<file path="src/lcr_consts.svh">
// Constants of the link unit command responder
`ifndef LCR_CONSTS_SVH
`define LCR_CONSTS_SVH

// ----------------------------------------
// Command codes (first byte, second byte)
// ----------------------------------------
`define LCR_CMD_LINK 8'h04
`define LCR_CMD_LINK_START 8'h01
`define LCR_CMD_LINK_HALT 8'h02
`define LCR_CMD_UNIT_RESET 8'h03
`define LCR_CMD_DATA 8'h05
`define LCR_CMD_DATA_CTRL 8'h01
`define LCR_CMD_STAT 8'h06
`define LCR_CMD_STAT_CTRL 8'h01
`define LCR_CMD_STAT_NET 8'h02

// ----------------------------------------
// Main result codes
// ----------------------------------------
`define LCR_MAIN_NORMAL 8'h00
`define LCR_MAIN_LOCAL_NODE 8'h01
`define LCR_MAIN_DEST_NODE 8'h02
`define LCR_MAIN_CONTROLLER 8'h03
`define LCR_MAIN_NOT_EXEC 8'h04
`define LCR_MAIN_ROUTING 8'h05
`define LCR_MAIN_FORMAT 8'h10
`define LCR_MAIN_PARAMETER 8'h11
`define LCR_MAIN_READ_IMP 8'h20
`define LCR_MAIN_WRITE_IMP 8'h21
`define LCR_MAIN_WRONG_MODE 8'h22
`define LCR_MAIN_NO_UNIT 8'h23
`define LCR_MAIN_START_STOP 8'h24
`define LCR_MAIN_UNIT_FAULT 8'h25
`define LCR_MAIN_CMD_FAULT 8'h26
`define LCR_MAIN_ACCESS 8'h30

// ----------------------------------------
// Sub result codes
// ----------------------------------------
`define LCR_SUB_NORMAL 8'h00
`define LCR_SUB_UNDEFINED 8'h01
`define LCR_SUB_START_BAD 8'h01
`define LCR_SUB_HALT_BAD 8'h02

// ----------------------------------------
// Reply layout and field values
// ----------------------------------------
`define LCR_LEN_CODE 7'h02
`define LCR_LEN_CDATA 7'h2C
`define LCR_LEN_CSTAT 7'h19
`define LCR_LEN_NSTAT 7'h6C
`define LCR_REPLY_MAX 108
`define LCR_ASCII_LEN 20
`define LCR_ASCII_SPACE 8'h20
`define LCR_RAM_8K 3'h3
`define LCR_ERR_PARAM_BIT 2
`define LCR_NODES 62
`define LCR_MEMBER_BYTES 31
`define LCR_CYCLE_OFS 33
`define LCR_NONFATAL_OFS 38
`define LCR_CYCCNT_OFS 46
`define LCR_CNT_MAX 8'hFF

`endif

</file>
<file path="src/lcr_pkg.sv">
// Types of the link unit command responder
package lcr_pkg;

  // Link word allocation method
  typedef enum logic [1:0] {
    lcr_alloc_auto,
    lcr_alloc_table,
    lcr_alloc_manual,
    lcr_alloc_none
  } lcr_alloc_t;

  typedef enum logic {lcr_st_idle, lcr_st_send} lcr_state_t;

  typedef enum logic [1:0] {
    lcr_rep_code,
    lcr_rep_cdata,
    lcr_rep_cstat,
    lcr_rep_nstat
  } lcr_rep_t;

  typedef struct packed {
    lcr_state_t state;
    lcr_rep_t rep;
    logic [6:0] idx;
    logic [6:0] len;
    logic [7:0] main_code;
    logic [7:0] sub_code;
    logic link_active;
    logic joined;
    logic param_err;
    logic cmd_ready;
    logic resp_valid;
    logic [7:0] resp_data;
    logic resp_last;
    logic unit_reset;
    logic params_store;
  } lcr_state_vec_t;

  typedef struct packed {
    logic [7:0] count;
  } lcr_cnt_state_t;

endpackage

</file>
<file path="src/lcr_responder.sv">
// Command responder of a token-passing network unit
`timescale 1ns/10ps
`include "lcr_consts.svh"

// Behaviour
// - Error-free command answers completion code 00 00
// - Completion code: main byte then sub byte
// - Main result byte uses the fixed encodings
// - Link start only with automatic or table allocation
// - Link halt only while link runs
// - Unit reset sends no reply at all
// - Model, version: 20 ASCII bytes, space padded
// - Cable byte bit 7 set for fibre
// - Cable byte bits 0-2 read 011
// - Own node address reported, 01 to 3E
// - Link state byte: 00 stopped, 01 active
// - First join parameter mismatch sets error bit 2
// - Eight event counters saturate at 255
// - Counter order fixed: CRC through controller stops
// - Participation bitmap, node n at bit n-1
// - Member data 31 bytes, odd node low nibble
// - Bit 1/5 gives absence reason when absent
// - Cycle time 16 bits in 100 us units
// - Current polling node address reported
// - Cyclic operation and transmission as 00/01
// - Non-fatal bitmap, node n at bit n
// - 62 cyclic error counters saturate at 255
module lcr_responder (
  input wire logic sys_clk,
  input wire logic rst_b,
  input wire logic cmd_valid,
  input wire logic [7:0] cmd_main,
  input wire logic [7:0] cmd_sub,
  output logic cmd_ready,
  output logic resp_valid,
  output logic [7:0] resp_data,
  output logic resp_last,
  input wire logic resp_ready,
  output logic unit_reset,
  output logic link_active,
  output logic params_store,
  input wire lcr_pkg::lcr_alloc_t link_alloc_mode,
  input wire logic net_join,
  input wire logic params_differ,
  input wire logic [159:0] model_ascii,
  input wire logic [159:0] version_ascii,
  input wire logic cable_fibre,
  input wire logic [7:0] node_addr,
  input wire logic [47:0] status_bytes,
  input wire logic [7:0] event_pulse,
  input wire logic [61:0] node_present,
  input wire logic [61:0] node_absent_why,
  input wire logic [123:0] node_info,
  input wire logic [15:0] cycle_time,
  input wire logic [7:0] polling_node,
  input wire logic cyclic_on,
  input wire logic cyclic_tx,
  input wire logic [61:0] node_nonfatal,
  input wire logic [61:0] cyclic_err_pulse
);

  // ----------------------------------------
  // State and reply image
  // ----------------------------------------
  lcr_pkg::lcr_state_vec_t st;
  lcr_pkg::lcr_state_vec_t next_st;
  logic [7:0] rb [0:`LCR_REPLY_MAX-1];
  logic [7:0] event_cnt [0:7];
  logic [7:0] cyc_cnt [0:`LCR_NODES-1];
  logic [63:0] part_map;
  logic [63:0] nonfatal_map;
  logic [247:0] member_map;
  logic [7:0] status3;

  // ----------------------------------------
  // Saturating counters
  // ----------------------------------------
  // Event counters, order set by event_pulse bit
  genvar g;
  generate
    for (g = 0; g < 8; g++) begin : g_event
      lcr_sat_counter u_cnt (
        .sys_clk(sys_clk),
        .rst_b(rst_b),
        .bump(event_pulse[g]),
        .count(event_cnt[g])
      );
    end
    // Per-node cyclic error counters
    for (g = 0; g < `LCR_NODES; g++) begin : g_cyclic
      lcr_sat_counter u_cnt (
        .sys_clk(sys_clk),
        .rst_b(rst_b),
        .bump(cyclic_err_pulse[g]),
        .count(cyc_cnt[g])
      );
    end
  endgenerate

  // ----------------------------------------
  // Bitmaps and member data
  // ----------------------------------------
  // Node n at bit n-1, top two bits zero
  assign part_map = {2'b00, node_present};
  // Node n at bit n, bits 0 and 63 zero
  assign nonfatal_map = {1'b0, node_nonfatal, 1'b0};
  // Mismatch flag merged into the error status byte
  always_comb begin
    status3 = status_bytes[23:16];
    status3[`LCR_ERR_PARAM_BIT] = status_bytes[16+`LCR_ERR_PARAM_BIT] | st.param_err;
  end

  // One nibble per node, odd node in the low nibble
  always_comb begin
    member_map = '0;
    for (int n = 0; n < `LCR_NODES; n++) begin
      member_map[4*n] = node_present[n];
      member_map[4*n+1] = ~node_present[n] & node_absent_why[n];
      member_map[4*n+2] = node_info[2*n];
      member_map[4*n+3] = node_info[2*n+1];
    end
  end

  // ----------------------------------------
  // Reply byte image
  // ----------------------------------------
  always_comb begin
    for (int i = 0; i < `LCR_REPLY_MAX; i++) begin
      rb[i] = 8'h00;
    end
    // Completion code leads every reply
    rb[0] = st.main_code;
    rb[1] = st.sub_code;
    unique case (st.rep)
      lcr_pkg::lcr_rep_code: begin
        rb[0] = st.main_code;
      end
      lcr_pkg::lcr_rep_cdata: begin
        // Model and version, zero bytes become spaces
        for (int i = 0; i < `LCR_ASCII_LEN; i++) begin
          rb[2+i] = (model_ascii[8*i+:8] == 8'h00) ?
                    `LCR_ASCII_SPACE : model_ascii[8*i+:8];
          rb[2+`LCR_ASCII_LEN+i] = (version_ascii[8*i+:8] == 8'h00) ?
                    `LCR_ASCII_SPACE : version_ascii[8*i+:8];
        end
        rb[42] = {cable_fibre, 4'h0, `LCR_RAM_8K};
        rb[43] = node_addr;
      end
      lcr_pkg::lcr_rep_cstat: begin
        rb[2] = {7'h00, st.link_active};
        for (int i = 0; i < 6; i++) begin
          rb[3+i] = (i == 2) ? status3 : status_bytes[8*i+:8];
        end
        for (int i = 0; i < 8; i++) begin
          rb[9+i] = event_cnt[i];
          rb[17+i] = part_map[8*i+:8];
        end
      end
      lcr_pkg::lcr_rep_nstat: begin
        for (int i = 0; i < `LCR_MEMBER_BYTES; i++) begin
          rb[2+i] = member_map[8*i+:8];
        end
        rb[`LCR_CYCLE_OFS] = cycle_time[15:8];
        rb[`LCR_CYCLE_OFS+1] = cycle_time[7:0];
        rb[`LCR_CYCLE_OFS+2] = polling_node;
        rb[`LCR_CYCLE_OFS+3] = {7'h00, cyclic_on};
        rb[`LCR_CYCLE_OFS+4] = {7'h00, cyclic_tx};
        for (int i = 0; i < 8; i++) begin
          rb[`LCR_NONFATAL_OFS+i] = nonfatal_map[8*i+:8];
        end
        for (int i = 0; i < `LCR_NODES; i++) begin
          rb[`LCR_CYCCNT_OFS+i] = cyc_cnt[i];
        end
      end
    endcase
  end

  // ----------------------------------------
  // Command decode and reply sequencing
  // ----------------------------------------
  always_comb begin
    next_st = st;
    next_st.unit_reset = 1'b0;
    next_st.params_store = 1'b0;
    // First join after power-up: on mismatch, flag and store live set
    if (net_join && !st.joined) begin
      next_st.joined = 1'b1;
      if (params_differ) begin
        next_st.param_err = 1'b1;
        next_st.params_store = 1'b1;
      end
    end
    unique case (st.state)
      lcr_pkg::lcr_st_idle: begin
        if (cmd_valid) begin
          next_st.state = lcr_pkg::lcr_st_send;
          next_st.cmd_ready = 1'b0;
          next_st.idx = 7'h00;
          next_st.rep = lcr_pkg::lcr_rep_code;
          next_st.len = `LCR_LEN_CODE;
          next_st.main_code = `LCR_MAIN_NORMAL;
          next_st.sub_code = `LCR_SUB_NORMAL;
          if (cmd_main == `LCR_CMD_LINK && cmd_sub == `LCR_CMD_LINK_START) begin
            // Start only with automatic or table allocation
            if (link_alloc_mode == lcr_pkg::lcr_alloc_auto ||
                link_alloc_mode == lcr_pkg::lcr_alloc_table) begin
              next_st.link_active = 1'b1;
            end else begin
              next_st.main_code = `LCR_MAIN_WRONG_MODE;
              next_st.sub_code = `LCR_SUB_START_BAD;
            end
          end else if (cmd_main == `LCR_CMD_LINK && cmd_sub == `LCR_CMD_LINK_HALT) begin
            // Halt only a running link
            if (st.link_active) begin
              next_st.link_active = 1'b0;
            end else begin
              next_st.main_code = `LCR_MAIN_WRONG_MODE;
              next_st.sub_code = `LCR_SUB_HALT_BAD;
            end
          end else if (cmd_main == `LCR_CMD_LINK && cmd_sub == `LCR_CMD_UNIT_RESET) begin
            // Reset the unit, answer nothing
            next_st.state = lcr_pkg::lcr_st_idle;
            next_st.cmd_ready = 1'b1;
            next_st.unit_reset = 1'b1;
            next_st.link_active = 1'b0;
          end else if (cmd_main == `LCR_CMD_DATA && cmd_sub == `LCR_CMD_DATA_CTRL) begin
            next_st.rep = lcr_pkg::lcr_rep_cdata;
            next_st.len = `LCR_LEN_CDATA;
          end else if (cmd_main == `LCR_CMD_STAT && cmd_sub == `LCR_CMD_STAT_CTRL) begin
            next_st.rep = lcr_pkg::lcr_rep_cstat;
            next_st.len = `LCR_LEN_CSTAT;
          end else if (cmd_main == `LCR_CMD_STAT && cmd_sub == `LCR_CMD_STAT_NET) begin
            next_st.rep = lcr_pkg::lcr_rep_nstat;
            next_st.len = `LCR_LEN_NSTAT;
          end else begin
            // Unsupported command
            next_st.main_code = `LCR_MAIN_NOT_EXEC;
            next_st.sub_code = `LCR_SUB_UNDEFINED;
          end
        end
      end
      lcr_pkg::lcr_st_send: begin
        // Advance when the output byte is free or taken
        if (!st.resp_valid || resp_ready) begin
          if (st.idx < st.len) begin
            next_st.resp_valid = 1'b1;
            next_st.resp_data = rb[st.idx];
            next_st.resp_last = (st.idx == st.len - 7'h01);
            next_st.idx = st.idx + 7'h01;
          end else begin
            next_st.resp_valid = 1'b0;
            next_st.resp_last = 1'b0;
            next_st.state = lcr_pkg::lcr_st_idle;
            next_st.cmd_ready = 1'b1;
          end
        end
      end
    endcase
  end

  // ----------------------------------------
  // State register
  // ----------------------------------------
  always_ff @(posedge sys_clk or negedge rst_b) begin
    if (!rst_b) begin
      st <= '0;
      st.state <= lcr_pkg::lcr_st_idle;
      st.rep <= lcr_pkg::lcr_rep_code;
      st.cmd_ready <= 1'b1;
    end else begin
      st <= next_st;
    end
  end

  // Outputs straight from the state register
  assign cmd_ready = st.cmd_ready;
  assign resp_valid = st.resp_valid;
  assign resp_data = st.resp_data;
  assign resp_last = st.resp_last;
  assign unit_reset = st.unit_reset;
  assign link_active = st.link_active;
  assign params_store = st.params_store;

endmodule // lcr_responder

</file>
<file path="src/lcr_sat_counter.sv">
// Eight-bit event counter that stops at its top value
`timescale 1ns/10ps
`include "lcr_consts.svh"

module lcr_sat_counter (
  input wire logic sys_clk,
  input wire logic rst_b,
  input wire logic bump,
  output logic [7:0] count
);

  lcr_pkg::lcr_cnt_state_t st;
  lcr_pkg::lcr_cnt_state_t next_st;

  // Count up, hold at the top
  always_comb begin
    next_st = st;
    if (bump && (st.count != `LCR_CNT_MAX)) begin
      next_st.count = st.count + 8'h01;
    end
  end

  // Cleared only by the power-on reset
  always_ff @(posedge sys_clk or negedge rst_b) begin
    if (!rst_b) begin
      st <= '0;
    end else begin
      st <= next_st;
    end
  end

  assign count = st.count;

endmodule // lcr_sat_counter
</file>
<file path="config.mk">
export PLATFORM = sky130hd
export DESIGN_NAME = lcr_responder
export DESIGN_NICKNAME = d
export VERILOG_FILES = /design/src/lcr_pkg.sv /design/src/lcr_responder.sv /design/src/lcr_sat_counter.sv
export VERILOG_INCLUDE_DIRS = /design/src
export SDC_FILE = /design/constraint.sdc
export NUM_CORES = 2
export LEC_CHECK = 0
export BUFFER_PORTS_ARGS = -buffer_cell sky130_fd_sc_hd__buf_2
export CORE_AREA = 4 4 319 321
export CTS_CLUSTER_DIAMETER = 60
export DETAILED_ROUTE_END_ITERATION = 16
export DIE_AREA = 0 0 323 325
export PLACE_DENSITY = 0.68
export SETUP_SLACK_MARGIN = 0.15
export SLEW_MARGIN = 10
export SYNTH_ARGS = -nofsm -noshare
export SYNTH_HDL_FRONTEND = slang
export SYNTH_SLANG_ARGS = --single-unit
</file>
<file path="constraint.sdc">
create_clock -name sys_clk -period 4.6 [get_ports sys_clk]
set_clock_uncertainty 0.2 [all_clocks]
set_input_delay 0.23 -clock sys_clk [delete_from_list [all_inputs] [get_ports sys_clk]]
set_output_delay 0.23 -clock sys_clk [all_outputs]
set_load 0.01 [all_outputs]
</file>
### Yosys cells after proc, flatten, opt, wreduce, memory -nomap -nowiden

Cells that the tools add are included.

| cells by class | value |
|---|---|
| $add $sub $neg | 72 |
| eq/ne operators | 86 |
| reduce and logical (&&, ||, !) cells | 130 |
| muxes and demuxes | 88 |
| $lt $le $gt $ge | 2 |
| bitwise logic cells | 127 |

Operators with widths:

| kind | number |
|---|---|
| $add 8x1->8 const B | 70 |
| $ne 8x8->1 const B | 70 |
| $pmux 184 s3 | 1 |
| $mux 512 | 1 |
| $mux 8 | 43 |
| $logic_not 8->1 | 40 |
| $pmux 152 s2 | 1 |
| $logic_and 1x1->1 | 77 |
| $not 1->1 | 63 |
| $and 1x1->1 | 62 |
| $bmux 8 s7 | 1 |
| $mux 7 | 7 |
| $mux 11 | 4 |
| $mux 17 | 2 |
| $mux 34 | 1 |
| $mux 14 | 2 |
| $eq 8x3->1 const B | 3 |
| $mux 23 | 1 |
| $eq 8x2->1 const B | 2 |
| $mux 1 | 15 |
| $pmux 7 s2 | 1 |
| $reduce_and 3->1 | 3 |
| $eq 8x1->1 const B | 1 |
| $ge 8x8->1 const B | 1 |
| other kinds (19) | 33 |

| storage, ports and cells | value |
|---|---|
| output and inout bits | 14 |
| word-level logic and storage cells | 590 |
| flip-flop bits (word level) | 609 |

### Logic depth before layout (Yosys ltp)

| logic depth | value |
|---|---|
| depth after elaboration | 10 |
| mapped depth | 15 |
| gate-level depth less buffers | 9 |

### Hierarchy

From an unflattened synthesis, not the netlist that was laid out.

| second synthesis, totals | value |
|---|---|
| cells, all modules | 4183 |
| area total of the unflattened synthesis | 43249.0 sq um |

Modules (own cells, without submodules):

| module | cells an instance | times used | area each (sq um) |
|---|---|---|---|
| lcr_sat_counter at g_cyclic[0].u_cnt ... | 34 | 69 | 407.9 |
| lcr_responder | 1801 | 1 | 14692.8 |
| lcr_sat_counter at g_event[7].u_cnt | 36 | 1 | 411.6 |

### Least setup slack after synthesis

OpenSTA, ideal clock, no wires.

| path | value |
|---|---|
| path kind | reg-to-reg |
| from | reg st[39] in the netlist's numbering |
| to | reg st, in the netlist resp_data[0] |
| required time | 4.269 ns |
| cell stages (with the launch flop) | 16 |
| buffers on the path | 6 |
| period minus slack after synthesis | 3.279 ns |
| path slack | 1.321 ns |
| data arrival time | 2.947 ns |
| cell sequence | dfrtp_1 -> buf_6 -> buf_4 -> inv_2 -> buf_2 -> buf_1 -> ha_1 -> nor2b_1 -> o21ai_0 -> a21oi_1 -> o41ai_1 -> clkbuf_1 -> nand2_1 -> clkbuf_1 -> a221oi_1 -> a31oi_1 |

| between the ends | value |
|---|---|
| longest elaborated chain between the ends | 4 |
| elaborated cells on any way between the ends | 6 |
| classes of those cells | order compare: 1; mux: 3; bitwise: 1; reduce/logical: 1 |

Ends and longest elaborated chain:

| element | RTL line | text |
|---|---|---|
| start, declared | lcr_responder.sv:65 | `lcr_pkg::lcr_state_vec_t st;` |
| start signal, assigned | lcr_responder.sv:271 | `st <= next_st;` |
| $not 7->8 (implied by the code) | lcr_responder.sv:247 | `next_st.resp_data = rb[st.idx];` |
| $bmux 8 s7 | lcr_responder.sv:247 |  |
| $mux 8 (implied by the code) (2 in a row) | lcr_responder.sv:247 |  |

Several ways; a longest one is shown, not always the timed one. The select of a mux whose other input is x is not followed.
A chain may end at the register's enable or synchronous reset.

### Worst setup path after layout

| path | value |
|---|---|
| from | reg st[46] in the netlist's numbering |
| to | reg st, in the netlist resp_data[1] |

| between the ends | value |
|---|---|
| longest elaborated chain between the ends | 5 |
| elaborated cells on any way between the ends | 9 |
| classes of those cells | eq/ne: 3; mux: 6 |

Ends and longest elaborated chain:

| element | RTL line | text |
|---|---|---|
| $eq 2x2->1 or $eq 2x1->1 (tied branches) | lcr_responder.sv:134 | `unique case (st.rep)` |
| $pmux 184 s3 (tied with other cells) | lcr_responder.sv:134 |  |
| $bmux 8 s7 (*) | lcr_responder.sv:247 |  |
| $mux 8 (implied by the code) (*) (2 in a row) | lcr_responder.sv:247 |  |

Every way passes the cells marked *; elsewhere a longest branch is shown, timed or not. The select of a mux whose other input is x is not followed.

==> results.py <==
metrics = {
    "placement": {
        "routabilityCongestion": 1.01,
        "place_inst": 5655,
        "port_buffers": 819,
        "dpl.hpwl_mm": 157,
    },
    "flow_run": {
        "max_cap_viol_count": 0,
    },
    "finish": {
        "area_growth_pct": 24.0,
        "layout.cells.non_filler": 5948,
        "fin_util_pct": 48.3,
        "final_nets": 5411,
        "drive_gt1_share_pct": 30.9,
    },
    "sta": {
        "fmax_mhz": 237,
        "worst_slew_pin_slew_ns": 1.19,
        "setup_tns_ns": 0,
        "setup_viol": 0,
        "rsz0062_at_grt": "no",
        "finalHoldViolations": 13,
        "finalCriticalPeriod_ns": 4.22,
        "post-route-period-util_pct": 91.8,
        "finalMaxSlewViolations": 0,
        "hold_slack_ns": -0.0610,
        "relSlewSlack_pct": 20.8,
    },
    "status": {
        "status": "complete, but fails checks",
        "violations": "negative hold slack",
    },
    "setup_path": {
        "crit_top_cell": "buf_4",
        "crit_family": "compound AO/OA/AOI/OAI gates",
        "cp.arrival_ns": 4.63,
        "path_buf_inv": 3,
        "critPathMaxFanout": 23,
        "slowest_stage": "o41ai_2",
        "worstPathCellList": "inv_1, buf_4, ha_1, o41ai_2, nand2_1, a2111oi_0, buf_4, a211o_1",
        "slowest_delay_ns": 0.97,
        "critical_path_class": "register to register",
        "crit_required_ns": 5.01,
        "start_kind": "register",
        "end_kind": "register",
    },
    "synthesis": {
        "yosys_warnings": 0,
        "syn-num-nets": 4532,
        "yosysTopAreaCellShare_pct": 38.4,
        "syn_area_sq_mm": 0.0386,
        "seq_area_frac_synth_pct": 38.5,
        "syn_inst": 3646,
        "avgSynthCellArea_sq_um": 10.6,
        "synthTopCellsByArea": "dfrtp_1 (38%), mux4_2 (9.2%), xnor2_1 (7.8%), mux2_2 (5.5%), xor2_1 (3.6%)",
        "async_flop_share_pct": 100,
        "ys.flop_type": "dfrtp_1",
        "synthDistinctLibCells": 81,
        "synth.ff_latch_count": 594,
        "synth_edf_count": 0,
        "yosysTopAreaCell": "dfrtp_1",
    },
    "clocking": {
        "root_buffer": "clkbuf_16",
        "numCtsBuffers": 76,
        "clkLatencyLatePin_ns": 0.67,
        "h-tree-depth": 3,
        "cts.sinks": 594,
        "cts_tree": "built",
        "max-clock-path-buffers": 3,
        "clkSlewWorstSetupHoldPaths_ns": 0.06,
        "cts_resized": 0,
    },
    "grt": {
        "grt_max_degree": 111,
        "grt_usage_pct": 36.6,
        "grt_pass1_vias": 36300,
        "grt_pass1_wl_mm": 271,
        "antenna_found_initial": 84,
        "grt_overflow": 0,
    },
    "detailed_routing": {
        "drtIter0Drc": 3914,
        "ant_nets": 0,
        "wl_per_cell_um": 33.0,
        "avgViaCountPerCell": 6.20,
        "routed-via-count": 36900,
        "drt-total-wl_mm": 196,
        "drtPass1Iterations": 6,
        "drcViolationCount": 0,
    },
    "die": {
        "ios": 821,
        "dieWidth_um": 323,
        "die_h_um": 325,
        "coreArea_sq_mm": 0.0993,
        "die-area_sq_mm": 0.105,
        "num_rows": 116,
        "start_util_pct": 38.9,
    },
    "pwr": {
        "p_per_area_mw_per_mm2": 570,
        "peakVddDrop_mv": 0.432,
        "leakage_nw": 20.3,
    },
    "min_path": {
        "hp-class": "input port to asynchronous set/reset pin",
    },
}
## flip-flops by register name, summed over array words and instances, names as in the netlist, 4 cells and up
name,flops
resp_data,8
g_cyclic.u_cnt.count,496
g_event.u_cnt.count,64
st,16
rb,4
## worst paths after layout
| kind | startpoint | endpoint | depth (start not counted) | slack, ns |
|---|---|---|---|---|
| worst max-delay path | st[46] | resp_data[1] | 8 | 0.38 |
| max in group asynchronous | rst_b | g_cyclic[59].u_cnt.count[4] | 3 | 3.01 |
| worst min-delay path | rst_b | g_event[2].u_cnt.count[7] | 2 | -0.06 |
| worst max register to register | st[46] | resp_data[1] | 8 | 0.38 |
| worst min register to register | st[14] | st[14] | 1 | 0.26 |
| min in group sys_clk | cmd_main[2] | st[36] | 5 | 0.07 |
## metal layers
| layer | global-route usage (%) | wire, um | up-vias | part of all wire, % |
|---|---|---|---|---|
| li1 | - | - | 15700 | - |
| met1 | 43.3 | 71100 | 18500 | 36 |
| met2 | 56.1 | 88100 | 2082 | 45 |
| met3 | 11.4 | 19500 | 559 | 9.9 |
| met4 | 26.9 | 17300 | 34 | 8.8 |
| met5 | 0 | 219 | - | 0.11 |
## per-stage QoR
stage | cell area [sq um] | setup slack, ns | hold slack [ns] | total power [mW]
global placement | 44200 | 0.585 | 0.0902 | 20.5
floorplan | 38600 | 1.32 | -0.266 | 16.7
detailed placement | 44200 | 0.603 | 0.0974 | 20.8
finish | 47900 | 0.379 | -0.0610 | 27.3
CTS | 47700 | 0.572 | 0.0133 | 27.2
global route | 47800 | 0.355 | 0.0187 | 28.7
## final cells by class
cell class              count  area [sq um]
inverters                  91           342
multi-input cells        2763         22400
repair buffers            999          5880
well taps                1298          1620
fillers                  9329         51400
diodes                     65           163
clock inverters            33           453
flip-flops and latches    594         14900
clock buffers             105          2180
## where the power goes
group / internal, mW / switching (mW)
Clock: 3.70 / 2.51
Combinational: 5.24 / 5.53
Sequential: 7.42 / 2.91
## kinds of logic (layout without fill, tap and decap cells)
logic type | after synthesis | in the layout | share of synthesized area (%)
AO/OA/AOI/OAI | 657 | 657 | 12.3
XOR/XNOR | 501 | 501 | 11.4
adder cells (fa/ha/maj) | 79 | 79 | 2.56
buffers and inverters | 289 | 1228 | 3.70
flip-flops | 594 | 594 | 38.5
multiplexers | 430 | 430 | 16.9
other | 0 | 65 | 0
AND/OR/NAND/NOR | 1096 | 1096 | 14.7
## what timing repair did
| action | in CTS | in global routing |
|---|---|---|
| hold buffers | 89 | 0 |
| setup endpoints to repair | 0 | 0 |
| setup buffers | 0 | 0 |
| endpoints found under the hold margin | 488 | 0 |
## layout by cell type, fill, tap and decap left out, types with 15 or more instances in the layout
master         count
and3_1            92
inv_1             87
nor2_1           140
clkbuf_16         77
a221oi_1         109
ha_1              79
o21a_1            31
nor3_1            85
nand4_1          140
a211oi_1          35
o21ai_0           53
dfrtp_1          587
clkbuf_8          15
o22ai_1           21
mux2i_1           83
buf_4             75
diode_2           65
a22o_1            19
a31oi_1           47
a22oi_1           47
nand2b_1          29
mux4_2           158
nor4_1            55
mux2_2           187
and4_1            25
xor2_1           159
buf_2            818
nor2b_1           27
xnor2_1          342
o2bb2ai_1         20
dlygate4sd3_1     89
nand3_1          134
a21oi_1          130
nand2_1          280
nand3b_1          30
buf_12            16
o221ai_1          15
## cell usage after synthesis, drive strengths merged (51+ instances only)
cell / number
a21oi: 130
a221oi: 110
and3: 92
buf: 147
clkbuf: 51
dfrtp: 593
ha: 79
inv: 91
mux2: 188
mux2i: 83
mux4: 159
nand2: 280
nand3: 134
nand4: 140
nor2: 142
nor3: 86
nor4: 56
o21ai: 55
xnor2: 342
xor2: 159
No activity file was read; power rests on OpenSTA's default activity.
